<file path="config.mk">
export PLATFORM = sky130hd
export DESIGN_NAME = enhanced_bridge_pwm
export DESIGN_NICKNAME = d
export VERILOG_FILES = /design/src/rtl/bridge_pwm_pkg.sv /design/src/rtl/deadband_delay.sv /design/src/rtl/enhanced_bridge_pwm.sv
export VERILOG_INCLUDE_DIRS = /design/src /design/src/rtl
export SDC_FILE = /design/constraint.sdc
export NUM_CORES = 1
export LEC_CHECK = 0
export ABC_AREA = 1
export BUFFER_PORTS_ARGS = -buffer_cell sky130_fd_sc_hd__buf_4
export CAP_MARGIN = 10
export CORE_UTILIZATION = 46
export CTS_CLUSTER_DIAMETER = 80
export DETAILED_ROUTE_END_ITERATION = 10
export PLACE_DENSITY = 0.75
export SYNTH_ARGS = -nofsm -noshare
export SYNTH_HDL_FRONTEND = slang
export SYNTH_SLANG_ARGS = --single-unit
</file>
<file path="constraint.sdc">
create_clock -name ref_clk -period 3.4 [get_ports ref_clk]
set_input_delay 0.34 -clock ref_clk [delete_from_list [all_inputs] [get_ports ref_clk]]
set_output_delay 0.34 -clock ref_clk [all_outputs]
set_load 0.005 [all_outputs]
</file>
<file path="src/rtl/bridge_pwm_consts.svh">
`ifndef BRIDGE_PWM_CONSTS_SVH
`define BRIDGE_PWM_CONSTS_SVH
`define ADDR_DUTY_UPPER 3'h0
`define ADDR_MODULE_CTRL 3'h1
`define ADDR_PERIOD_LIMIT 3'h2
`define ADDR_DEADBAND_CFG 3'h3
`define ADDR_DUTY_ACTIVE 3'h4
`define ADDR_TIMEBASE 3'h5
`define ADDR_TIMER_CTRL 3'h6
`define RST_DUTY_UPPER 8'h00
`define RST_MODULE_CTRL 8'h00
`define RST_PERIOD_LIMIT 8'hff
`define RST_DEADBAND_CFG 8'h00
`define RST_TIMER_CTRL 8'h00
`define CTRL_CFG_HI 7
`define CTRL_CFG_LO 6
`define CTRL_DIR_BIT 7
`define CTRL_DLOW_HI 5
`define CTRL_DLOW_LO 4
`define CTRL_MODE_HI 3
`define CTRL_MODE_LO 0
`define MODE_PWM_TOP 2'h3
`define POL_BD_BIT 0
`define POL_AC_BIT 1
`define DB_CNT_HI 6
`define TCTRL_ON_BIT 2
`define TCTRL_PS_HI 1
`define TCTRL_PS_LO 0
`define PS_DIV1 2'h0
`define PS_DIV4 2'h1
`define TOSC_NS 25
`define ICYC_TOSC 4
`define ICYC_CLKS (`ICYC_TOSC * `TOSC_NS / `TOSC_NS)
`define QPH_LAST 2'h3
`define PS4_LAST 2'h3
`define PS16_LAST 4'hf
`endif

</file>
<file path="src/rtl/bridge_pwm_pkg.sv">
package bridge_pwm_pkg;
  // One-hot output configuration, decoded from the two-bit field.
  typedef enum logic [3:0] {
    CFG_SINGLE = 4'b0001,
    CFG_FWD = 4'b0010,
    CFG_HALF = 4'b0100,
    CFG_REV = 4'b1000
  } out_cfg_e;
  typedef logic [9:0] duty_t;
endpackage

</file>
<file path="src/rtl/deadband_delay.sv">
`timescale 1ns/1ps
`default_nettype none
module deadband_delay (
  input wire logic ref_clk, // Block clock.
  input wire logic srst, // Synchronous reset, active high.
  input wire logic enable, // Delay path in use.
  input wire logic icyc_tick, // One pulse per instruction cycle.
  input wire logic [6:0] delay_cnt, // Dead-band length in instruction cycles.
  input wire logic raw_in, // Undelayed active-high drive.
  output logic delayed_out // Drive with its rise held back.
);
  logic [6:0] wait_ff;
  logic [6:0] nxt_wait;
  logic out_ff;
  logic nxt_out;

  // Falls pass at once; a rise waits until the count has elapsed, and a fall that
  // comes first restarts the wait, so a short active time never shows.
  always_comb begin
    nxt_wait = wait_ff;
    nxt_out = out_ff;
    if (!enable || !raw_in) begin
      nxt_wait = 7'h00;
      nxt_out = 1'b0;
    end else if (!out_ff) begin
      if (wait_ff >= delay_cnt) begin
        nxt_out = 1'b1;
      end else if (icyc_tick) begin
        nxt_wait = wait_ff + 7'h01;
      end
    end
  end

  // State registers.
  always_ff @(posedge ref_clk) begin
    if (srst) begin
      wait_ff <= 7'h00;
      out_ff <= 1'b0;
    end else begin
      wait_ff <= nxt_wait;
      out_ff <= nxt_out;
    end
  end

  assign delayed_out = out_ff;
endmodule // deadband_delay
`default_nettype wire

</file>
<file path="src/rtl/enhanced_bridge_pwm.sv">
`timescale 1ns/1ps
`default_nettype none
`include "bridge_pwm_consts.svh"
module enhanced_bridge_pwm (
  input wire logic ref_clk, // Oscillator clock, one period per Tosc.
  input wire logic srst, // Synchronous reset, active high.
  input wire logic [2:0] reg_addr, // Register index.
  input wire logic [7:0] reg_wdata, // Write data.
  input wire logic reg_wr, // Write strobe.
  input wire logic reg_rd, // Read strobe.
  output logic [7:0] reg_rdata, // Read data, valid the cycle after the strobe.
  output logic pwm_out_a, // Bridge output A.
  output logic pwm_out_b, // Bridge output B.
  output logic pwm_out_c, // Bridge output C.
  output logic pwm_out_d // Bridge output D.
);
  // Software registers.
  logic [7:0] duty_upper_byte_ff, nxt_duty_upper_byte;
  logic [7:0] module_control_reg_ff, nxt_module_control_reg;
  logic [7:0] period_limit_reg_ff, nxt_period_limit_reg;
  logic [7:0] deadband_config_reg_ff, nxt_deadband_config_reg;
  logic [7:0] timer_ctrl_ff, nxt_timer_ctrl;
  logic [7:0] rdata_ff, nxt_rdata;
  // Timebase state.
  logic [1:0] qphase_ff, nxt_qphase;
  logic [3:0] pscnt_ff, nxt_pscnt;
  logic [7:0] timebase_count_ff, nxt_timebase_count;
  // Active, period-buffered state.
  bridge_pwm_pkg::duty_t duty_active_ff, nxt_duty_active;
  bridge_pwm_pkg::out_cfg_e cfg_act_ff, nxt_cfg_act;
  logic [1:0] pol_act_ff, nxt_pol_act;
  logic [6:0] db_act_ff, nxt_db_act;
  logic pwm_act_ff, nxt_pwm_act;
  logic mod_ff, nxt_mod;
  logic [3:0] logic_ff, nxt_logic;
  logic [3:0] pin_ff, nxt_pin;
  // Combinational helpers.
  logic pwm_sel, timer_on, icyc_tick, inc_tick, boundary, match, early_turn, fine_step;
  logic [1:0] sub2;
  bridge_pwm_pkg::duty_t duty_pend;
  bridge_pwm_pkg::out_cfg_e cfg_pend;
  logic db_a, db_b;

  // Two-bit configuration field to its one-hot mode.
  function automatic bridge_pwm_pkg::out_cfg_e decode_cfg(input logic [1:0] f);
    bridge_pwm_pkg::out_cfg_e r;
    case (f)
      2'h0: r = bridge_pwm_pkg::CFG_SINGLE;
      2'h1: r = bridge_pwm_pkg::CFG_FWD;
      2'h2: r = bridge_pwm_pkg::CFG_HALF;
      default: r = bridge_pwm_pkg::CFG_REV;
    endcase
    return r;
  endfunction

  // Decode of the written control fields.
  assign pwm_sel = module_control_reg_ff[`CTRL_MODE_HI:`CTRL_MODE_HI-1] == `MODE_PWM_TOP;
  assign cfg_pend = decode_cfg(module_control_reg_ff[`CTRL_CFG_HI:`CTRL_CFG_LO]);
  assign duty_pend = {duty_upper_byte_ff, module_control_reg_ff[`CTRL_DLOW_HI:`CTRL_DLOW_LO]};
  assign timer_on = timer_ctrl_ff[`TCTRL_ON_BIT];

  // Register writes; the active duty buffer is only writable outside pulse-width mode.
  always_comb begin
    nxt_duty_upper_byte = duty_upper_byte_ff;
    nxt_module_control_reg = module_control_reg_ff;
    nxt_period_limit_reg = period_limit_reg_ff;
    nxt_deadband_config_reg = deadband_config_reg_ff;
    nxt_timer_ctrl = timer_ctrl_ff;
    if (reg_wr) begin
      case (reg_addr)
        `ADDR_DUTY_UPPER: nxt_duty_upper_byte = reg_wdata;
        `ADDR_MODULE_CTRL: nxt_module_control_reg = reg_wdata;
        `ADDR_PERIOD_LIMIT: nxt_period_limit_reg = reg_wdata;
        `ADDR_DEADBAND_CFG: nxt_deadband_config_reg = reg_wdata;
        `ADDR_TIMER_CTRL: nxt_timer_ctrl = {5'h00, reg_wdata[2:0]};
        default: nxt_timer_ctrl = timer_ctrl_ff;
      endcase
    end
  end

  // Read mux; unmapped indices read zero, data stands one cycle after the strobe.
  always_comb begin
    nxt_rdata = 8'h00;
    if (reg_rd) begin
      case (reg_addr)
        `ADDR_DUTY_UPPER: nxt_rdata = duty_upper_byte_ff;
        `ADDR_MODULE_CTRL: nxt_rdata = module_control_reg_ff;
        `ADDR_PERIOD_LIMIT: nxt_rdata = period_limit_reg_ff;
        `ADDR_DEADBAND_CFG: nxt_rdata = deadband_config_reg_ff;
        `ADDR_DUTY_ACTIVE: nxt_rdata = duty_active_ff[9:2];
        `ADDR_TIMEBASE: nxt_rdata = timebase_count_ff;
        `ADDR_TIMER_CTRL: nxt_rdata = timer_ctrl_ff;
        default: nxt_rdata = 8'h00;
      endcase
    end
  end

  // Instruction phase and prescaler; sub2 supplies the two fine bits of the compare.
  assign icyc_tick = qphase_ff == `QPH_LAST;
  always_comb begin
    nxt_qphase = qphase_ff + 2'h1;
    nxt_pscnt = pscnt_ff;
    case (timer_ctrl_ff[`TCTRL_PS_HI:`TCTRL_PS_LO])
      `PS_DIV1: begin
        inc_tick = icyc_tick;
        sub2 = qphase_ff;
      end
      `PS_DIV4: begin
        inc_tick = icyc_tick && pscnt_ff[1:0] == `PS4_LAST;
        sub2 = pscnt_ff[1:0];
      end
      default: begin
        inc_tick = icyc_tick && pscnt_ff == `PS16_LAST;
        sub2 = pscnt_ff[3:2];
      end
    endcase
    if (!timer_on) begin
      inc_tick = 1'b0;
    end else if (icyc_tick) begin
      nxt_pscnt = pscnt_ff + 4'h1;
    end
  end

  // Timebase counts increments and wraps on the period match.
  assign boundary = inc_tick && timebase_count_ff == period_limit_reg_ff;
  always_comb begin
    nxt_timebase_count = timebase_count_ff;
    if (boundary) begin
      nxt_timebase_count = 8'h00;
    end else if (inc_tick) begin
      nxt_timebase_count = timebase_count_ff + 8'h01;
    end
  end

  // Period-buffered copies; mode off drops the outputs at once.
  always_comb begin
    nxt_duty_active = duty_active_ff;
    nxt_cfg_act = cfg_act_ff;
    nxt_pol_act = pol_act_ff;
    nxt_db_act = db_act_ff;
    nxt_pwm_act = pwm_act_ff && pwm_sel;
    if (boundary && pwm_sel) begin
      nxt_duty_active = duty_pend;
      nxt_cfg_act = cfg_pend;
      nxt_pol_act = module_control_reg_ff[1:0];
      nxt_db_act = deadband_config_reg_ff[`DB_CNT_HI:0];
      nxt_pwm_act = 1'b1;
    end else if (!pwm_sel && reg_wr && reg_addr == `ADDR_DUTY_ACTIVE) begin
      nxt_duty_active = {reg_wdata, duty_active_ff[1:0]};
    end
  end

  // The fine count {timebase, sub2} steps on these clocks only.
  assign fine_step = timer_on && (timer_ctrl_ff[`TCTRL_PS_HI:`TCTRL_PS_LO] == `PS_DIV1
    || (icyc_tick && (timer_ctrl_ff[`TCTRL_PS_HI:`TCTRL_PS_LO] == `PS_DIV4
    || pscnt_ff[1:0] == `PS4_LAST)));

  // Modulated level: set at the boundary unless duty is zero, cleared on the fine match.
  // The match looks one step ahead, so the registered level is already low in the
  // step whose count equals the duty; otherwise every pulse would run one fine step long.
  // A duty beyond the period simply never finds its match.
  assign match = fine_step
    && duty_active_ff == {timebase_count_ff, sub2} + 10'h001;
  always_comb begin
    nxt_mod = mod_ff;
    if (!pwm_act_ff && !(boundary && pwm_sel)) begin
      nxt_mod = 1'b0;
    end else if (boundary) begin
      nxt_mod = duty_pend != 10'h000;
    end else if (match) begin
      nxt_mod = 1'b0;
    end
  end

  // Direction flips in the last increment before the new period.
  assign early_turn = pwm_act_ff && pwm_sel && timebase_count_ff == period_limit_reg_ff
    && (cfg_act_ff == bridge_pwm_pkg::CFG_FWD || cfg_act_ff == bridge_pwm_pkg::CFG_REV)
    && (cfg_pend == bridge_pwm_pkg::CFG_FWD || cfg_pend == bridge_pwm_pkg::CFG_REV)
    && cfg_pend != cfg_act_ff;

  // Half-bridge rise delays; the module sees the drive only in half-bridge.
  deadband_delay u_db_a (
    .ref_clk(ref_clk),
    .srst(srst),
    .enable(pwm_act_ff && cfg_act_ff == bridge_pwm_pkg::CFG_HALF),
    .icyc_tick(icyc_tick),
    .delay_cnt(db_act_ff),
    .raw_in(mod_ff),
    .delayed_out(db_a)
  );
  deadband_delay u_db_b (
    .ref_clk(ref_clk),
    .srst(srst),
    .enable(pwm_act_ff && cfg_act_ff == bridge_pwm_pkg::CFG_HALF),
    .icyc_tick(icyc_tick),
    .delay_cnt(db_act_ff),
    .raw_in(!mod_ff),
    .delayed_out(db_b)
  );

  // Active-high drive per output, bit 0 is A; then polarity per pin pair.
  always_comb begin
    nxt_logic = 4'h0;
    if (pwm_act_ff) begin
      case (cfg_act_ff)
        bridge_pwm_pkg::CFG_SINGLE: nxt_logic = {3'h0, mod_ff};
        bridge_pwm_pkg::CFG_HALF: nxt_logic = {2'h0, db_b, db_a};
        bridge_pwm_pkg::CFG_FWD: nxt_logic = {mod_ff, 2'h0, 1'b1};
        bridge_pwm_pkg::CFG_REV: nxt_logic = {2'h0, 1'b1, mod_ff} << 1;
        default: nxt_logic = 4'h0;
      endcase
      if (early_turn) begin
        nxt_logic = (cfg_pend == bridge_pwm_pkg::CFG_FWD) ? 4'h1 : 4'h4;
      end
    end
    nxt_pin = 4'h0;
    if (pwm_act_ff) begin
      nxt_pin[0] = nxt_logic[0] ^ pol_act_ff[`POL_AC_BIT];
      nxt_pin[2] = nxt_logic[2] ^ pol_act_ff[`POL_AC_BIT];
      nxt_pin[1] = nxt_logic[1] ^ pol_act_ff[`POL_BD_BIT];
      nxt_pin[3] = nxt_logic[3] ^ pol_act_ff[`POL_BD_BIT];
    end
  end

  // All state registers.
  always_ff @(posedge ref_clk) begin
    if (srst) begin
      duty_upper_byte_ff <= `RST_DUTY_UPPER;
      module_control_reg_ff <= `RST_MODULE_CTRL;
      period_limit_reg_ff <= `RST_PERIOD_LIMIT;
      deadband_config_reg_ff <= `RST_DEADBAND_CFG;
      timer_ctrl_ff <= `RST_TIMER_CTRL;
      rdata_ff <= 8'h00;
      qphase_ff <= 2'h0;
      pscnt_ff <= 4'h0;
      timebase_count_ff <= 8'h00;
      duty_active_ff <= 10'h000;
      cfg_act_ff <= bridge_pwm_pkg::CFG_SINGLE;
      pol_act_ff <= 2'h0;
      db_act_ff <= 7'h00;
      pwm_act_ff <= 1'b0;
      mod_ff <= 1'b0;
      logic_ff <= 4'h0;
      pin_ff <= 4'h0;
    end else begin
      duty_upper_byte_ff <= nxt_duty_upper_byte;
      module_control_reg_ff <= nxt_module_control_reg;
      period_limit_reg_ff <= nxt_period_limit_reg;
      deadband_config_reg_ff <= nxt_deadband_config_reg;
      timer_ctrl_ff <= nxt_timer_ctrl;
      rdata_ff <= nxt_rdata;
      qphase_ff <= nxt_qphase;
      pscnt_ff <= nxt_pscnt;
      timebase_count_ff <= nxt_timebase_count;
      duty_active_ff <= nxt_duty_active;
      cfg_act_ff <= nxt_cfg_act;
      pol_act_ff <= nxt_pol_act;
      db_act_ff <= nxt_db_act;
      pwm_act_ff <= nxt_pwm_act;
      mod_ff <= nxt_mod;
      logic_ff <= nxt_logic;
      pin_ff <= nxt_pin;
    end
  end

  assign reg_rdata = rdata_ff;
  assign pwm_out_a = pin_ff[0];
  assign pwm_out_b = pin_ff[1];
  assign pwm_out_c = pin_ff[2];
  assign pwm_out_d = pin_ff[3];
endmodule // enhanced_bridge_pwm
`default_nettype wire

</file>
# Yosys cells after proc, flatten, opt, wreduce, memory -nomap -nowiden
# Index checks and enable logic that the tools add are counted.
# word_totals
register_bits	102
inputBits	15
# op_classes
n_addsub	6
n_lt_le_gt_ge	2
n_eq_ne	22
mux	18
n_bitwise	10
n_reduce_logical	47
# ops
op	count
8-bit one-hot mux with 7 select lines	1
10-bit two-way mux	2
1-bit logical AND	16
4-bit one-hot mux with 4 select lines	1
7-bit by 1-bit adder with 7-bit output (second input constant)	2
7-bit greater-or-equal comparator	2
4-bit == test (second input constant)	3
4-bit one-hot mux with 3 select lines	1
2-bit AND reduction	6
2-bit OR reduction	6
10-bit by 1-bit adder with 10-bit output (second input constant)	1
10-bit == test	1
10-bit nonzero test	1
3-bit == test (second input constant)	3
8-bit by 1-bit adder with 8-bit output (second input constant)	1
2-bit == test (second input constant)	4
4-bit by 2-bit == test with 1-bit output (second input constant)	2
8-bit == test	1
1-bit two-way mux	8
4-bit two-way mux	2
3-bit by 2-bit == test with 1-bit output (second input constant)	2
1-bit logical OR	6
1-bit NOT	6
3-bit AND reduction	2
other kinds (15)	25

# Depth between registers and ports, before layout
# Gate-level depths: netlist (run 1).
# depth
ltp_word	9
ltp_mapped	15
mapped_depth_nobuf	15

# By module
# From an unflattened synthesis (run 1), not the netlist that was laid out.
# hier_totals
hier_cells	801
area_unflattened_um2	5421.4
# modules_own_cells
module	instances	cells_each	area_each_um2	seq_area_each_um2
enhanced_bridge_pwm	1	605	4192.8	1721.7
deadband_delay	2	98	614.3	160.2

# Worst setup path after synthesis (run 1)
# Ideal clock, no wire load.
# synth_path
path_type	register to register
start	register u_db_b.wait_ff[2]
end	register u_db_b.wait_ff[0]
arrival_ns	1.652
required_ns	3.284
setup_slack_ns	1.632
path_stages_with_launch	10
period_less_slack_ns	1.768
path_cell_list	dfxtp_1 > ha_1 > a21oi_1 > o21ai_1 > nand4_1 > nand2_1 > nor3_2 > nand2_1 > o21ai_0 > nor2_1
# synth_via
elab_chain_len	3
# synth_lines
element	line	text
start, declared	deadband_delay.sv:12	logic [6:0] wait_ff;
start signal, assigned	deadband_delay.sv:40	wait_ff <= nxt_wait;
7-bit greater-or-equal comparator	deadband_delay.sv:26	if (wait_ff >= delay_cnt) begin
1-bit NOT (no line)	--	
3-bit AND reduction (no line)	--	
# Every way passes these cells.
# A chain may end at the register's enable or synchronous reset.

# Worst setup path after layout (run 1)
# layout_path
start	register qphase_ff[0]
end	register cfg_act_ff[2]
# layout_via
elab_chain_len	6
elab_cells_between_ends	7
cone_classes	eq/ne: 1; mux: 2; reduce/logical: 4
# layout_lines
element	line	text
start, declared	enhanced_bridge_pwm.sv:25	logic [1:0] qphase_ff, nxt_qphase;
start signal, assigned	enhanced_bridge_pwm.sv:252	qphase_ff <= nxt_qphase;
2-bit == test (no line) (*)	--	
1-bit logical AND (no line)	--	
1-bit one-hot mux with 2 select lines (*)	enhanced_bridge_pwm.sv:103	case (timer_ctrl_ff[`TCTRL_PS_HI:`TCTRL_PS_LO])
1-bit two-way mux (*)	enhanced_bridge_pwm.sv:117	if (!timer_on) begin
1-bit logical AND (*)	enhanced_bridge_pwm.sv:125	assign boundary = inc_tick && timebase_count_ff == period_limit_reg_ff;
1-bit logical AND (*)	enhanced_bridge_pwm.sv:142	if (boundary && pwm_sel) begin
end signal, assigned	enhanced_bridge_pwm.sv:238	cfg_act_ff <= bridge_pwm_pkg::CFG_SINGLE;
end signal, assigned	enhanced_bridge_pwm.sv:256	cfg_act_ff <= nxt_cfg_act;
end, declared	enhanced_bridge_pwm.sv:30	bridge_pwm_pkg::out_cfg_e cfg_act_ff, nxt_cfg_act;
# Mark *: on every way between the ends. The rest lies on a longest branch, timed or not.

==> flow_metrics.tcl, run 1 <==
set metrics [dict create \
    status "complete, no violations" \
    cts.clk_slew.worst_paths_ns 0.06 \
    clk-insertion-delay-late_ns 0.35 \
    reg2regPathDepth 10 \
    max_slew_margin_pct 64.7 \
    fillCellCount 1097 \
    multi_input_area_sq_um 2780 \
    ff2ff_setup_slack_ns 0.95 \
    die_w_um 109 \
    preCtsSetupSlack_ns 1.04 \
    worst-setup-path-type "reg2reg" \
    cts_root_buffer "clkbuf_16" \
    grt_max_degree 42 \
    grt_pass1_vias 4454 \
    syn_area_sq_um 5300 \
    fmax_mhz 409 \
    ys.flop_type "dfxtp_1" \
    start_kind "register" \
    synthesis.nets 790 \
    cts_post_setup_buffers_inserted 0 \
    initial_core_util_pct 48.0 \
    ir_drop_mv 0.301 \
    grt_usage_pct 24.6 \
    overflow 0 \
    insertedDiodeCount 0 \
    synth_edf_count 0 \
    remaining_drc_errors 0 \
    synth-seq-area-share_pct 38.6 \
    yosys-top-cells-area "dfxtp_1 39%, nand2_1 11%, a21oi_1 6.9%" \
    cts_buffers 9 \
    synthCells 755 \
    die_h_um 109 \
    synth-seq-cells 102 \
    p_per_area_nw_per_um2 408 \
    min_period_over_period_pct 72.0 \
    p_sw_mw 0.564 \
    final-seq-area_sq_um 2040 \
    avgRoutedWirePerCell_um 15.1 \
    critPathMaxFanout 19 \
    fin_setup_tns_ns 0 \
    drive_gt1_share_pct 7.70 \
    port_buffers 26 \
    clockBufferDepth 2 \
    hpwl_um 10500 \
    clock_sinks 102 \
    slew_violations 0 \
    viasPerCell 5.48 \
    dieArea_sq_um 11900 \
    routed_wl_um 13900 \
    cp-endpoint "cfg_act_ff[2]" \
    drt-initial-drc-count 414 \
    firstDrtPassIters 5 \
    crit_path_start "qphase_ff[0]" \
    p_sw_share_pct 23.5 \
    yosys_warnings 0 \
    p_clk_share_pct 41.8 \
    leakage_nw 2.49 \
    async_flop_share_pct 0 \
    finalSetupViolCount 0 \
    tightest_slew_ns 0.528 \
    cp-end-kind "register" \
    vias 5036 \
    worst_ep_arrival_time_ns 2.73 \
    seqPwrFrac_pct 51.4 \
    power_frac_comb_pct 6.8 \
    synth.avg_cell_area_sq_um 7.02 \
    rows 38 \
    internal_power_mw 1.83 \
    power_mw 2.39 \
    finalNetCount 811 \
    worst_hold_path_type "in2reg" \
    cts_tree "built" \
    synth.largest_area_cell "dfxtp_1" \
    syn_to_final_growth_pct 10.8 \
    finalWeightedCongestion 0.981 \
    htree_levels 3 \
    ctsResizeCount 0 \
    pin_count 27 \
    cts_hold_buf 0 \
    netlist.area_leader.share_pct 38.6 \
    synth_cell_types 43 \
    antenna_found_initial 0 \
    final_hold_viol_count 0 \
    rsz0062_at_grt "false" \
    finalClockSkew_ns 0.00494 \
    worstReg2RegStart "qphase_ff[0]" \
    period_needed_ns 2.45 \
    yosysMostFrequentCell "nand2_1" \
    worst_slack_ns 0.953 \
    cap_violations 0 \
    core-area_sq_um 11000 \
    r2r_end "cfg_act_ff[2]" \
    drtAntennaViolNets 0 \
    synth_common_cells "152 x nand2_1, 102 x dfxtp_1, 97 x inv_1" \
    required_ns 3.68 \
    grt_pass1_wl_um 22200 \
]
-- how the worst min path moves through the flow --
stage	slack, ns	cells past startpoint	startpoint	endpoint
2_1_floorplan	0.42	1	qphase_ff[0]	qphase_ff[0]
3_3_place_gp	0.43	1	qphase_ff[0]	qphase_ff[0]
3_5_place_dp	0.44	1	qphase_ff[0]	qphase_ff[0]
4_1_cts	0.27	3	reg_wdata[7]	period_limit_reg_ff[7]
5_1_grt	0.29	3	reg_wdata[3]	module_control_reg_ff[3]
6_report	0.28	3	reg_wdata[7]	period_limit_reg_ff[7]
-- metrics by stage --
stage,hold slack (ns),utilization [%],std cells,instance area (sq um)
2_1_floorplan,0.417,-,755,5300
4_1_cts,0.274,53.2,919,5870
6_report,0.276,53.2,919,5870
3_3_place_gp,0.431,50.7,905,5600
3_5_place_dp,0.441,50.7,905,5600
5_1_grt,0.292,53.2,919,5870
-- cells in the final DEF (no fill, tap or decap), types with 3 or more instances in the layout --
cell type  count
nor3b_1        3
inv_2          5
nor2_1        92
o211ai_1       9
inv_1         97
a31oi_1        3
buf_4         29
nand3_1       40
nor3_1        10
a221oi_1       6
o22ai_1        9
nand4_1       18
clkbuf_1       3
dfxtp_1      102
ha_1          20
a21oi_1       73
o21ai_2        5
nand2_1      152
xnor2_1        7
o21ai_0       49
clkbuf_16      9
xor2_1        13
o21bai_2       3
-- worst max-delay path, cell delays in order, from the launching register on --
cell	delay [ns]
dfxtp_1	0.37
ha_1	0.40
nand2_2	0.13
inv_1	0.14
o211ai_2	0.18
inv_2	0.14
nand3_2	0.31
buf_4	0.33
inv_2	0.14
o21ai_0	0.10
a21oi_1	0.13
-- layer usage --
layer / part of all wire, % / track usage [%] / vias to the layer above / wire, um
li1: - / - / 2544 / -
met1: 47 / 34.6 / 2250 / 6610
met2: 41 / 36.2 / 203 / 5770
met3: 8.1 / 5.69 / 39 / 1130
met4: 3.0 / 10.1 / 0 / 418
met5: 0 / 0 / - / 0
-- state kept, by name, summed over array words and instances (netlist names), 2 cells and up --
signal / count
timer_ctrl_ff: 3
reg_rdata: 8
timebase_count_ff: 8
period_limit_reg_ff: 8
pscnt_ff: 4
duty_active_ff: 10
deadband_config_reg_ff: 8
qphase_ff: 2
duty_upper_byte_ff: 8
cfg_act_ff: 4
db_act_ff: 7
module_control_reg_ff: 8
pin_ff: 4
u_db_a.wait_ff: 7
u_db_b.wait_ff: 7
pol_act_ff: 2
-- logic make-up (layout without fill, tap and decap cells) --
logic type	Yosys count	in the layout	synth area share (%)
buffers and inverters	121	145	9.00
AO/OA/AOI/OAI	168	168	18.4
adder cells (fa/ha/maj)	20	20	4.72
flip-flops	102	102	38.6
AND/OR/NAND/NOR	324	324	26.0
XOR/XNOR	20	20	3.31
-- power groups by stage --
stage,clock network (mW),logic [mW],registers [mW]
finish,1.00,0.162,1.23
global route,1.05,0.179,1.23
CTS,1.01,0.158,1.23
detailed placement,0,0.157,1.26
global placement,0,0.157,1.26
floorplan,0,0.0998,1.25
-- area by class of cell --
type / instances / area share, %
clock buffers: 12 / 4.03
repair buffers: 29 / 3.71
clock inverters: 2 / 0.597
well taps: 140 / 2.99
inverters: 102 / 6.53
flip-flops and latches: 102 / 34.8
multi-input cells: 532 / 47.3
Note: power is estimated with default switching activity, not from simulation.
==> run 2: changes to the inputs <==
--- a/config.mk
+++ b/config.mk
@@ -12,7 +12,7 @@
 export CORE_UTILIZATION = 46
 export CTS_CLUSTER_DIAMETER = 80
 export DETAILED_ROUTE_END_ITERATION = 10
-export PLACE_DENSITY = 0.75
+export PLACE_DENSITY = 0.77
 export SYNTH_ARGS = -nofsm -noshare
 export SYNTH_HDL_FRONTEND = slang
 export SYNTH_SLANG_ARGS = --single-unit
==> constraint.sdc (replaced) <==
create_clock -name ref_clk -period 2.2 [get_ports ref_clk]
set_input_delay 0.22 -clock ref_clk [delete_from_list [all_inputs] [get_ports ref_clk]]
set_output_delay 0.22 -clock ref_clk [all_outputs]
set_load 0.005 [all_outputs]
==> run 2 against run 1 <==
Routed wire length is 2.3% higher. Combinational power rose by 60%. Sequential power rose by 54%. First-iteration DRC count grew 76%. Die area did not move. Register-to-register slack worse by 0.70 ns. Clock skew is 0.0046 ns higher. Largest power group unchanged. Global-route usage increased by 0.64 points.
==> flow_metrics.tcl, run 2 (synthesized netlist as in run 1, its figures left out) <==
set metrics [dict create \
    status "complete, no violations" \
    tightest_slew_ns 0.523 \
    worst_ep_arrival_time_ns 2.22 \
    rows 38 \
    ir_drop_mv 0.503 \
    die_w_um 109 \
    max_slew_margin_pct 65.2 \
    leakage_nw 2.56 \
    drt-initial-drc-count 727 \
    avgRoutedWirePerCell_um 15.3 \
    worst_hold_path_type "in2reg" \
    final_cell_mix "151 x nand2_1, 102 x dfxtp_1, 97 x inv_1" \
    hpwl_um 10700 \
    worst_slack_ns 0.249 \
    finalNetCount 822 \
    path_delay_family "simple AND/OR/NAND/NOR gates" \
    cts_buffers 9 \
    preCtsSetupSlack_ns 0.188 \
    cp-end-kind "register" \
    drive_gt1_share_pct 9.85 \
    routed_wl_um 14200 \
    viasPerCell 5.57 \
    critPathSlowestCell "dfxtp_1" \
    finalClockSkew_ns 0.00949 \
    cts_tree "built" \
    top_register "duty_active_ff" \
    port_buffers 26 \
    grt_pass1_wl_um 23000 \
    cts_post_setup_buffers_inserted 0 \
    grt_max_degree 24 \
    syn_to_final_growth_pct 12.8 \
    clockBufferDepth 2 \
    drtAntennaViolNets 0 \
    layout_commonest_cell "nand2_1" \
    cts.clk_slew.worst_paths_ns 0.06 \
    antenna_found_initial 0 \
    finalSetupViolCount 0 \
    cpPeakStageDelay_ns 0.43 \
    fmax_mhz 513 \
    clk-insertion-delay-late_ns 0.35 \
    fin_setup_tns_ns 0 \
    critPathMaxFanout 8 \
    insertedDiodeCount 0 \
    worstPathCellList "ha_1 > a21oi_1 > o21ai_0 > nand2_1 > nand2_1 > nor3_2 > nand2_2 > inv_1 > nand2_1 > a21oi_1" \
    htree_levels 3 \
    final_hold_viol_count 0 \
    grt_pass1_vias 4790 \
    p_per_area_nw_per_um2 619 \
    clock_sinks 102 \
    die_h_um 109 \
    largest_reg_flops 10 \
    remaining_drc_errors 0 \
    rsz0062_at_grt "false" \
    dieArea_sq_um 11900 \
    vias 5190 \
    slew_violations 0 \
    core-area_sq_um 11000 \
    period_needed_ns 1.95 \
    finalWeightedCongestion 1.01 \
    cts_root_buffer "clkbuf_16" \
    min_period_over_period_pct 88.7 \
    cap_violations 0 \
    cp_num_buf_inv 1 \
    start_kind "register" \
    worst-setup-path-type "reg2reg" \
    required_ns 2.47 \
    grt_usage_pct 25.3 \
    path_common_cell "nand2_1" \
    overflow 0 \
    initial_core_util_pct 48.0 \
    firstDrtPassIters 7 \
    pin_count 27 \
]
## run 2: cell count changes in the layout (fill, tap and decap cells not counted), moves of 2 or more
| cell | delta |
|---|---|
| clkinv_4 | +3 |
| buf_4 | +11 |
| clkbuf_1 | -2 |
| clkbuf_8 | +2 |
## run 2: per-stage QoR
stage	cells	instance area [sq um]	hold slack [ns]	power (mW)	util [%]
after global routing	932	5980	0.155	3.82	54.2
after floorplan	755	5300	0.350	2.09	-
after CTS	932	5970	0.142	3.71	54.1
final	932	5980	0.152	3.70	54.2
after global placement	916	5680	0.433	2.19	51.5
after detailed placement	916	5680	0.451	2.19	51.5
## run 2: worst reg2reg max path, stage by stage, from the launching register on
cell and delay (ns):
dfxtp_1 0.43, ha_1 0.30, a21oi_1 0.15, o21ai_0 0.11, nand2_1 0.09, nand2_1 0.06, nor3_2 0.20, nand2_2 0.15
inv_1 0.18, nand2_1 0.07, a21oi_1 0.13
## run 2: final timing paths
kind	startpoint	to	slack, ns	depth (start not counted)
worst max register to register	u_db_a.wait_ff[2]	u_db_a.wait_ff[4]	0.25	10
worst min register to register	qphase_ff[0]	qphase_ff[0]	0.47	1
worst max-delay path	u_db_a.wait_ff[2]	u_db_a.wait_ff[4]	0.25	10
worst min-delay path	reg_wdata[7]	period_limit_reg_ff[7]	0.15	3
## run 2: layout make-up
cell class	instances	area, sq um
fillers	1062	5050
multi-input cells	532	2790
flip-flops and latches	102	2040
inverters	102	383
repair buffers	40	300
clock buffers	12	256
well taps	140	175
clock inverters	4	31.3
## run 2: timing repair
| action | 4_1_cts | 5_1_grt |
|---|---|---|
| setup endpoints to repair | 0 | 6 |
| hold buffers | 0 | 0 |
| gates resized for setup | 0 | 3 |
## run 2: power breakdown
group,internal [mW],total [mW],switching [mW]
clock network,0.834,1.54,0.704
logic,0.0862,0.259,0.173
registers,1.88,1.90,0.0229
## run 2: layer usage
| layer | wire [um] | track usage [%] | vias up |
|---|---|---|---|
| li1 | - | - | 2564 |
| met1 | 6350 | 34.0 | 2350 |
| met2 | 6250 | 39.2 | 237 |
| met3 | 1280 | 5.87 | 39 |
| met4 | 349 | 9.81 | 0 |
| met5 | 0 | 0 | - |
